--- src/inc/scp_pkg.sv ---
// Register map, field positions and reset values of the clock control block
package scp_pkg;
   localparam int unsigned SCP_AW = 16;
   localparam int unsigned SCP_FTW_W = 48;
   localparam logic [15:0] SCP_ADR_UPDATE = 16'h0005;
   localparam logic [15:0] SCP_ADR_RSVD_SLOT = 16'h0021;
   localparam logic [15:0] SCP_ADR_PLL_PAR = 16'h0022;
   localparam logic [15:0] SCP_ADR_PFD_DIV = 16'h0023;
   localparam logic [15:0] SCP_ADR_LOOP_CTL = 16'h0100;
   localparam logic [15:0] SCP_ADR_RDIV_LO = 16'h0101;
   localparam logic [15:0] SCP_ADR_RDIV_HI = 16'h0102;
   localparam logic [15:0] SCP_ADR_RDIV_CTL = 16'h0103;
   localparam logic [15:0] SCP_ADR_EST_FIRST = 16'h0115;
   localparam logic [15:0] SCP_ADR_EST_LAST = 16'h011A;
   // Writable bits per register; all others are reserved
   localparam logic [7:0] SCP_MSK_PLL_PAR = 8'h8F;
   localparam logic [7:0] SCP_MSK_PFD_DIV = 8'h0F;
   localparam logic [7:0] SCP_MSK_LOOP_CTL = 8'h3B;
   localparam logic [7:0] SCP_MSK_RDIV_CTL = 8'h81;
   // Field positions
   localparam int unsigned SCP_B_VCO_HIGH = 2;
   localparam int unsigned SCP_B_REF_DBL = 3;
   localparam int unsigned SCP_B_VCO_AUTO = 7;
   localparam int unsigned SCP_B_CLOSE = 0;
   localparam int unsigned SCP_B_POL = 1;
   localparam int unsigned SCP_B_SLEW = 3;
   localparam int unsigned SCP_B_EST_DIS = 4;
   localparam int unsigned SCP_B_TONE = 5;
   localparam int unsigned SCP_B_PRESC = 0;
   localparam int unsigned SCP_B_FALL = 7;
   localparam int unsigned SCP_B_UPDATE = 0;
   // Reset values
   localparam logic [7:0] SCP_RST_BYTE = 8'h00;
   localparam logic [5:0] SCP_RST_CNT = 6'h00;
   // Charge pump current in microamps per code
   localparam logic [8:0] SCP_CP_UA_00 = 9'd250;
   localparam logic [8:0] SCP_CP_UA_01 = 9'd375;
   localparam logic [8:0] SCP_CP_UA_10 = 9'd0;
   localparam logic [8:0] SCP_CP_UA_11 = 9'd125;
   localparam logic [1:0] SCP_CP_OFF = 2'b10;
   localparam int unsigned SCP_PFD_MUL = 4;
endpackage

--- src/rtl/scp_ref_divider.sv ---
// Reference edge select, divide-by-two prescaler and divide-by-(R+1) counter
`timescale 1ns/10ps
module scp_ref_divider #(
   parameter int unsigned RW = 16
) (
   input wire logic sys_clk_i,
   input wire logic rst_b_i,
   input wire logic ce_i,
   input wire logic ref_lvl_i,
   input wire logic fall_edge_i,
   input wire logic presc_en_i,
   input wire logic [RW-1:0] ratio_i,
   output logic div_tick_o
);
   logic ref_d_r;
   logic presc_r;
   logic [RW-1:0] cnt_r;
   logic ref_x;
   logic edge_w;
   logic count_w;

   assign ref_x = ref_lvl_i ^ fall_edge_i; // RULE21
   assign edge_w = ref_x & ~ref_d_r;
   assign count_w = edge_w & (~presc_en_i | presc_r); // RULE20

   always_ff @(posedge sys_clk_i or negedge rst_b_i) begin
      if (!rst_b_i) begin
         ref_d_r <= 1'b0;
         presc_r <= 1'b0;
      end else if (ce_i) begin
         ref_d_r <= ref_x;
         if (edge_w) begin
            presc_r <= presc_en_i ? ~presc_r : 1'b0;
         end
      end
   end

   // Zero ratio gives one tick per counted edge
   always_ff @(posedge sys_clk_i or negedge rst_b_i) begin
      if (!rst_b_i) begin
         cnt_r <= '0;
         div_tick_o <= 1'b0;
      end else if (ce_i) begin
         div_tick_o <= 1'b0;
         if (count_w) begin
            if (cnt_r >= ratio_i) begin // RULE17
               cnt_r <= '0;
               div_tick_o <= 1'b1;
            end else begin
               cnt_r <= cnt_r + 1'b1;
            end
         end
      end
   end
endmodule

--- src/rtl/scp_clock_ctrl.sv ---
// System clock PLL and digital loop control registers
`timescale 1ns/10ps
// Overview of operation
// RULE1: Pump current code 00=250uA, 01=375uA, 10=off, 11=125uA.
// RULE2: Band bit 0 picks low band, 1 picks high band.
// RULE3: With auto band enabled, hardware chooses the band bit itself.
// RULE4: Software should use auto band between 810 and 900 MHz.
// RULE5: Doubler enable bit places a doubler before the system clock PLL.
// RULE6: Sampling clock is system clock divided by four times field.
// RULE7: Loop phase detector runs at half the sampling clock rate.
// RULE8: Loop-closure bit set closes the loop, cleared opens it.
// RULE9: Closed loop with estimator not disabled uses the estimator.
// RULE10: Software pulses integrator and filter resets before reclosing.
// RULE11: Polarity bit inverts the sign of the loop response.
// RULE12: Slew limiter bit bounds tuning word change per step.
// RULE13: Estimator result readable in six bytes.
// RULE14: Estimator may be disabled once open-loop word is programmed.
// RULE15: Single-tone bit outputs open-loop word as synthesizer word.
// RULE16: Software keeps single-tone cleared while loop is closed.
// RULE17: Reference divider ratio is value plus one, zero gives one.
// RULE18: Reference divider low byte sits at the lower address.
// RULE19: Software sets prescaler above 65536 or reference above 400 MHz.
// RULE20: Prescaler bit adds a divide-by-two before reference divider.
// RULE21: Edge-select bit inverts reference before the divider.
// RULE22: Writing one to update bit moves buffered values to active.
// RULE23: Reserved bits read zero and ignore writes.
module scp_clock_ctrl #(
   parameter int unsigned FTW_W = 48,
   parameter int unsigned RDIV_W = 16
) (
   input wire logic sys_clk_i,
   input wire logic rst_b_i,
   input wire logic ce_i,
   input wire logic reg_wr_i,
   input wire logic reg_rd_i,
   input wire logic [scp_pkg::SCP_AW-1:0] reg_addr_i,
   input wire logic [7:0] reg_wdata_i,
   input wire logic io_update_i,
   input wire logic band_cal_high_i,
   input wire logic ref_lvl_i,
   input wire logic signed [15:0] phase_err_i,
   input wire logic [FTW_W-1:0] loop_ftw_i,
   input wire logic [FTW_W-1:0] open_loop_tuning_word_i,
   input wire logic [FTW_W-1:0] slew_step_i,
   input wire logic [FTW_W-1:0] est_word_i,
   output logic [7:0] reg_rdata_o,
   output logic [8:0] cp_current_ua_o,
   output logic cp_enable_o,
   output logic vco_band_high_o,
   output logic ref_doubler_en_o,
   output logic sample_tick_o,
   output logic pd_tick_o,
   output logic loop_closed_o,
   output logic estimator_active_o,
   output logic signed [15:0] loop_err_o,
   output logic single_tone_o,
   output logic [FTW_W-1:0] dds_ftw_o,
   output logic ref_div_tick_o
);
   import scp_pkg::*;

   logic [7:0] buf_pll_r, act_pll_r;
   logic [7:0] buf_pfd_r, act_pfd_r;
   logic [7:0] buf_ctl_r, act_ctl_r;
   logic [7:0] buf_rlo_r, act_rlo_r;
   logic [7:0] buf_rhi_r, act_rhi_r;
   logic [7:0] buf_rct_r, act_rct_r;
   logic update_w;
   logic [5:0] pfd_cnt_r;
   logic [5:0] pfd_top_w;
   logic pd_phase_r;
   logic [FTW_W-1:0] target_w;
   logic [FTW_W-1:0] ftw_nxt;
   logic div_tick_w;

   function automatic logic [7:0] est_byte(input logic [15:0] a, input logic [FTW_W-1:0] w);
      logic [15:0] idx;
      idx = a - SCP_ADR_EST_FIRST;
      est_byte = w[idx[2:0]*8 +: 8];
   endfunction

   function automatic logic [8:0] cp_ua(input logic [1:0] code);
      cp_ua = SCP_CP_UA_00;
      case (code)
         2'b01: cp_ua = SCP_CP_UA_01;
         2'b10: cp_ua = SCP_CP_UA_10;
         2'b11: cp_ua = SCP_CP_UA_11;
         default: cp_ua = SCP_CP_UA_00;
      endcase
   endfunction

   // Self-clearing update bit: never stored, acts in the write cycle
   assign update_w = io_update_i |
      (reg_wr_i && reg_addr_i == SCP_ADR_UPDATE && reg_wdata_i[SCP_B_UPDATE]); // RULE22

   // Buffered side of the map, writes masked to defined bits
   always_ff @(posedge sys_clk_i or negedge rst_b_i) begin
      if (!rst_b_i) begin
         buf_pll_r <= SCP_RST_BYTE;
         buf_pfd_r <= SCP_RST_BYTE;
         buf_ctl_r <= SCP_RST_BYTE;
         buf_rlo_r <= SCP_RST_BYTE;
         buf_rhi_r <= SCP_RST_BYTE;
         buf_rct_r <= SCP_RST_BYTE;
      end else if (ce_i && reg_wr_i) begin
         if (reg_addr_i == SCP_ADR_PLL_PAR) begin
            buf_pll_r <= reg_wdata_i & SCP_MSK_PLL_PAR; // RULE23
         end else if (reg_addr_i == SCP_ADR_PFD_DIV) begin
            buf_pfd_r <= reg_wdata_i & SCP_MSK_PFD_DIV; // RULE23
         end else if (reg_addr_i == SCP_ADR_LOOP_CTL) begin
            buf_ctl_r <= reg_wdata_i & SCP_MSK_LOOP_CTL; // RULE23
         end else if (reg_addr_i == SCP_ADR_RDIV_LO) begin
            buf_rlo_r <= reg_wdata_i; // RULE18
         end else if (reg_addr_i == SCP_ADR_RDIV_HI) begin
            buf_rhi_r <= reg_wdata_i; // RULE18
         end else if (reg_addr_i == SCP_ADR_RDIV_CTL) begin
            buf_rct_r <= reg_wdata_i & SCP_MSK_RDIV_CTL; // RULE23
         end
      end
   end

   // Active copy; a write in the update cycle lands next update
   always_ff @(posedge sys_clk_i or negedge rst_b_i) begin
      if (!rst_b_i) begin
         act_pll_r <= SCP_RST_BYTE;
         act_pfd_r <= SCP_RST_BYTE;
         act_ctl_r <= SCP_RST_BYTE;
         act_rlo_r <= SCP_RST_BYTE;
         act_rhi_r <= SCP_RST_BYTE;
         act_rct_r <= SCP_RST_BYTE;
      end else if (ce_i && update_w) begin // RULE22
         act_pll_r <= buf_pll_r;
         act_pfd_r <= buf_pfd_r;
         act_ctl_r <= buf_ctl_r;
         act_rlo_r <= buf_rlo_r;
         act_rhi_r <= buf_rhi_r;
         act_rct_r <= buf_rct_r;
      end
   end

   // Read port returns active values; data valid the cycle after the strobe
   always_ff @(posedge sys_clk_i or negedge rst_b_i) begin
      if (!rst_b_i) begin
         reg_rdata_o <= SCP_RST_BYTE;
      end else if (ce_i && reg_rd_i) begin
         if (reg_addr_i == SCP_ADR_PLL_PAR) begin
            reg_rdata_o <= {act_pll_r[7:3], vco_band_high_o, act_pll_r[1:0]}; // RULE3
         end else if (reg_addr_i == SCP_ADR_PFD_DIV) begin
            reg_rdata_o <= act_pfd_r;
         end else if (reg_addr_i == SCP_ADR_LOOP_CTL) begin
            reg_rdata_o <= act_ctl_r;
         end else if (reg_addr_i == SCP_ADR_RDIV_LO) begin
            reg_rdata_o <= act_rlo_r;
         end else if (reg_addr_i == SCP_ADR_RDIV_HI) begin
            reg_rdata_o <= act_rhi_r;
         end else if (reg_addr_i == SCP_ADR_RDIV_CTL) begin
            reg_rdata_o <= act_rct_r;
         end else if (reg_addr_i >= SCP_ADR_EST_FIRST && reg_addr_i <= SCP_ADR_EST_LAST) begin
            reg_rdata_o <= est_byte(reg_addr_i, est_word_i); // RULE13
         end else begin
            reg_rdata_o <= SCP_RST_BYTE; // RULE23
         end
      end
   end

   // Analog PLL settings
   always_ff @(posedge sys_clk_i or negedge rst_b_i) begin
      if (!rst_b_i) begin
         cp_current_ua_o <= SCP_CP_UA_00;
         cp_enable_o <= 1'b1;
         vco_band_high_o <= 1'b0;
         ref_doubler_en_o <= 1'b0;
      end else if (ce_i) begin
         cp_current_ua_o <= cp_ua(act_pll_r[1:0]); // RULE1
         cp_enable_o <= act_pll_r[1:0] != SCP_CP_OFF; // RULE1
         // Auto mode follows band calibration, not the written bit
         vco_band_high_o <= act_pll_r[SCP_B_VCO_AUTO] ? band_cal_high_i
                                                      : act_pll_r[SCP_B_VCO_HIGH]; // RULE2 RULE3
         ref_doubler_en_o <= act_pll_r[SCP_B_REF_DBL]; // RULE5
      end
   end

   // Field of zero stops the sampling clock instead of dividing by zero
   assign pfd_top_w = 6'(SCP_PFD_MUL * act_pfd_r[3:0]) - 6'd1; // RULE6

   always_ff @(posedge sys_clk_i or negedge rst_b_i) begin
      if (!rst_b_i) begin
         pfd_cnt_r <= SCP_RST_CNT;
         sample_tick_o <= 1'b0;
         pd_phase_r <= 1'b0;
         pd_tick_o <= 1'b0;
      end else if (ce_i) begin
         sample_tick_o <= 1'b0;
         pd_tick_o <= 1'b0;
         if (act_pfd_r[3:0] == 4'h0) begin
            pfd_cnt_r <= SCP_RST_CNT;
         end else if (pfd_cnt_r >= pfd_top_w) begin
            pfd_cnt_r <= SCP_RST_CNT;
            sample_tick_o <= 1'b1; // RULE6
            pd_phase_r <= ~pd_phase_r;
            pd_tick_o <= pd_phase_r; // RULE7
         end else begin
            pfd_cnt_r <= pfd_cnt_r + 6'd1;
         end
      end
   end

   // Digital loop controls
   always_ff @(posedge sys_clk_i or negedge rst_b_i) begin
      if (!rst_b_i) begin
         loop_closed_o <= 1'b0;
         estimator_active_o <= 1'b0;
         loop_err_o <= '0;
         single_tone_o <= 1'b0;
      end else if (ce_i) begin
         loop_closed_o <= act_ctl_r[SCP_B_CLOSE]; // RULE8
         estimator_active_o <= act_ctl_r[SCP_B_CLOSE] & ~act_ctl_r[SCP_B_EST_DIS]; // RULE9 RULE14
         loop_err_o <= act_ctl_r[SCP_B_POL] ? -phase_err_i : phase_err_i; // RULE11
         single_tone_o <= act_ctl_r[SCP_B_TONE]; // RULE15
      end
   end

   // Tone wins over loop word; closing the loop with tone set is misuse
   assign target_w = act_ctl_r[SCP_B_TONE] ? open_loop_tuning_word_i : loop_ftw_i; // RULE15

   always_comb begin
      ftw_nxt = target_w;
      if (act_ctl_r[SCP_B_SLEW]) begin
         if (target_w > dds_ftw_o && target_w - dds_ftw_o > slew_step_i) begin
            ftw_nxt = dds_ftw_o + slew_step_i; // RULE12
         end else if (dds_ftw_o > target_w && dds_ftw_o - target_w > slew_step_i) begin
            ftw_nxt = dds_ftw_o - slew_step_i; // RULE12
         end
      end
   end

   always_ff @(posedge sys_clk_i or negedge rst_b_i) begin
      if (!rst_b_i) begin
         dds_ftw_o <= '0;
      end else if (ce_i) begin
         dds_ftw_o <= ftw_nxt;
      end
   end

   scp_ref_divider #(
      .RW(RDIV_W)
   ) u_rdiv (
      .sys_clk_i(sys_clk_i),
      .rst_b_i(rst_b_i),
      .ce_i(ce_i),
      .ref_lvl_i(ref_lvl_i),
      .fall_edge_i(act_rct_r[SCP_B_FALL]),
      .presc_en_i(act_rct_r[SCP_B_PRESC]),
      .ratio_i({act_rhi_r, act_rlo_r}),
      .div_tick_o(div_tick_w)
   );

   always_ff @(posedge sys_clk_i or negedge rst_b_i) begin
      if (!rst_b_i) begin
         ref_div_tick_o <= 1'b0;
      end else if (ce_i) begin
         ref_div_tick_o <= div_tick_w;
      end
   end
endmodule

--- config.mk ---
export PLATFORM = sky130hd
export DESIGN_NAME = scp_clock_ctrl
export DESIGN_NICKNAME = d
export VERILOG_FILES = /design/src/inc/scp_pkg.sv /design/src/rtl/scp_ref_divider.sv /design/src/rtl/scp_clock_ctrl.sv
export SDC_FILE = /design/constraint.sdc
export NUM_CORES = 1
export LEC_CHECK = 0
export ABC_AREA = 1
export ABC_CLOCK_PERIOD_IN_PS = 5500
export BUFFER_PORTS_ARGS = -buffer_cell sky130_fd_sc_hd__buf_2
export CAP_MARGIN = 40
export CORE_AREA = 3 3 452 275
export DETAILED_ROUTE_END_ITERATION = 6
export DIE_AREA = 0 0 455 278
export PLACE_DENSITY = 0.47
export SYNTH_ARGS = -nofsm -noshare
export SYNTH_HDL_FRONTEND = slang
export SYNTH_SLANG_ARGS = --single-unit
--- constraint.sdc ---
create_clock -name sys_clk_i -period 5.5 [get_ports sys_clk_i]
set_input_delay 0.825 -clock sys_clk_i [delete_from_list [all_inputs] [get_ports sys_clk_i]]
set_output_delay 0.825 -clock sys_clk_i [all_outputs]
set_load 0.005 [all_outputs]
==> metrics <==
most frequent cells in the layout=nand2_1 (1424), inv_1 (814), buf_4 (515); synth-to-layout area growth=35.2%; Worst Max-Slew Pin Slew=about 1 ns; hold buffer count at CTS=0; Via density=roughly 4.7; HP Class=input pin to asynchronous set/reset pin; WS Path Type=flip-flop to flip-flop; Largest stage delay, worst path=~0.43 ns; syn nets=5341; Clock Tree Root=clkbuf_16; GRT overflow=0; starting DRC count in detailed routing=approximately 4100; number of flops mapped to enable cells by yosys=0; DR vias=between 30000 and 40000; Clock Sinks=~180; number of diodes=0; Placeable Area=between 100000 and 150000 sq um; Leak=~20 nW; most common cell after layout, fill and taps aside=nand2_1; FILL cells=between 10000 and 15000; post-route setup slack=roughly 0.17 ns; CTS max path bufs=2; crit path time final=around 5.3 ns; Int Pwr=4.10 mW; Critical Path End Type=flip-flop; PortBufs=329; Total Die Area=between 100000 and 150000 sq um; routability congestion estimate=between 1 and 1.5; Syn Area/Cell=roughly 5.8 sq um; vias in the first global route=30600; Comb pwr share=roughly two thirds; Sw Share=approximately 50%; top_reg_cell synth=dfrtp_1; first-pass GRT wire length=220 mm; sw power=4.28 mW; antenna-violating nets left=0; Slew headroom=30.8%; DRT Pass-1 Iters=7; Die W=455 microns; Seq/Total Area, Yosys=between 10% and 20%; Worst-path clk slew=between 0.1 and 0.15 ns; Synth Cell Area=between 20000 and 30000 sq um; top cell type's share of synthesized area=20.2%; post-synth top area cell=nand2_1; initial antenna violation count=5; H-Tree Depth=4; Final Max Slew Viols=0; DP Wirelength=~140 mm; setup TNS=0 ns; final period utilization=96.9%; Worst VDD drop=0.229 mV; CTS tree=done; Starting Density=between 20 and 25%; Yosys warning total=0; Clock Latency Late Sink=between 0.5 and 0.6 ns; dpl ws=-0.572 ns; multi-input logic area=roughly 21000 sq um; Required @ worst endpoint=5.94 ns; Async SR Flop Fraction=100%; family with the most delay on the worst path=buffers and inverters; row cnt=between 90 and 100; clock power share=between 15 and 20%; Flop pwr share=between 10% and 20%; wire length per cell=22.3 microns; most frequent CP cell=nand2_1; DRC viols=0; final hold violation count=0; worst-path maximum fanout=9; max cap viols=0; pin count of the biggest net entering global routing=~120; crit start category=flip-flop; I/O pin count=330; FF+latch count, synth=approximately 180; CTS buffer count=17; Post-Synthesis Cells=~4800; Clock Skew=0.0299 ns; Final setup viols=0; CP arrival=roughly 5.8 ns; RSZ-0062 raised after global routing=true; GRT Total Usage=about a quarter; share of cells above drive strength 1=roughly 23%; CP bufs+invs=15; Max Clk Rate=188 MHz; final WL=between 150 and 200 mm; die height=around 280 microns; pwr/cell area=about 220 nW/um^2; Register Area=roughly 4400 sq um; Slowest-stage cell, CP=dfrtp_2; top post-synthesis cells by area=nand2_1 (20%), dfrtp_1 (16%), ha_1 (15%); Nets=approximately 6100; Synth cell types=56; status=finished clean
==> metrics by stage <==
step	utilization (%)	hold WS, ns	cells	power (mW)	area (sq um)
floorplan	-	0.448	4777	4.01	27600
global placement	28.7	0.451	7100	6.43	34700
detailed placement	28.8	0.454	7102	6.40	34700
CTS	29.4	0.308	7135	7.86	35500
global route	30.9	0.313	7160	8.88	37300
finish	30.9	0.281	7160	8.38	37300
==> logic make-up after synthesis <==
group	share of synthesized area, %
adders and majority gates	14.8
buffers and inverters	14.0
DFF	16.1
AOI/OAI and AO/OA	15.2
xor gates and xnor gates	5.37
muxes	0.0408
and+or+nand+nor	34.4
==> sequential cells by signal, indices dropped and copies added (netlist names), 2 cells and up <==
| signal | flops |
|---|---|
| cp_current_ua_o | 6 |
| dds_ftw_o | 48 |
| pfd_cnt_r | 6 |
| buf_pll_r | 5 |
| buf_ctl_r | 5 |
| act_rhi_r | 8 |
| act_pfd_r | 4 |
| act_ctl_r | 5 |
| reg_rdata_o | 8 |
| buf_rlo_r | 8 |
| buf_rct_r | 2 |
| loop_err_o | 16 |
| act_pll_r | 5 |
| act_rct_r | 2 |
| act_rlo_r | 8 |
| u_rdiv.cnt_r | 16 |
| buf_rhi_r | 8 |
| buf_pfd_r | 4 |
==> area by class of cell <==
type	count	share of cell area, %
Clock inverter	15	0.517
Sequential cell	177	11.9
Multi-Input combinational cell	3602	55.8
Inverter	850	8.62
Tap cell	1616	5.42
Clock buffer	17	1.14
Timing Repair Buffer	883	16.6
==> per-layer routing <==
metal	wire, microns	vias to the layer above	track usage (%)
li1	-	16500	-
met1	83300	16000	40.1
met2	55000	1486	29.0
met3	19700	75	7.99
met4	1790	6	2.98
met5	152	-	0
==> Yosys cell counts, drive strengths merged, types with 48 or more instances <==
cell type  count
nand4         68
buf           51
nor3          48
nor2         478
inv          849
ha           320
o21ai        316
nand3        215
clkbuf        97
xor2         137
nand2       1490
dfrtp        172
a21oi        318
==> worst paths after layout <==
kind	start	end	slack (ns)	depth (start not counted)
max reg2reg	act_ctl_r[5]$_DFFE_PN0P_	dds_ftw_o[35]$_DFFE_PN0P_	0.17	36
max	act_ctl_r[5]$_DFFE_PN0P_	dds_ftw_o[35]$_DFFE_PN0P_	0.17	36
min	rst_b_i	loop_err_o[14]$_DFFE_PN0P_	0.28	1
min reg2reg	loop_closed_o$_DFFE_PN0P_	loop_closed_o$_DFFE_PN0P_	0.47	2
max in group asynchronous	rst_b_i	act_ctl_r[5]$_DFFE_PN0P_	4.04	2
min in group sys_clk_i	loop_closed_o$_DFFE_PN0P_	loop_closed_o$_DFFE_PN0P_	0.47	2
==> power groups by stage <==
stage	Sequential, mW	Clock, mW	Combinational [mW]
global route	1.43	1.46	5.99
floorplan	1.45	0	2.56
global placement	1.45	0	4.98
finish	1.42	1.38	5.59
CTS	1.42	1.42	5.02
detailed placement	1.44	0	4.96
==> repair_timing <==
action | CTS | global route
pin swaps | 4 | 67
resized for setup | 54 | 398
cloned | 0 | 5
endpoints found under the setup margin | 48 | 48
setup buffers | 1 | 21
Note: power is estimated with default switching activity, not from simulation.
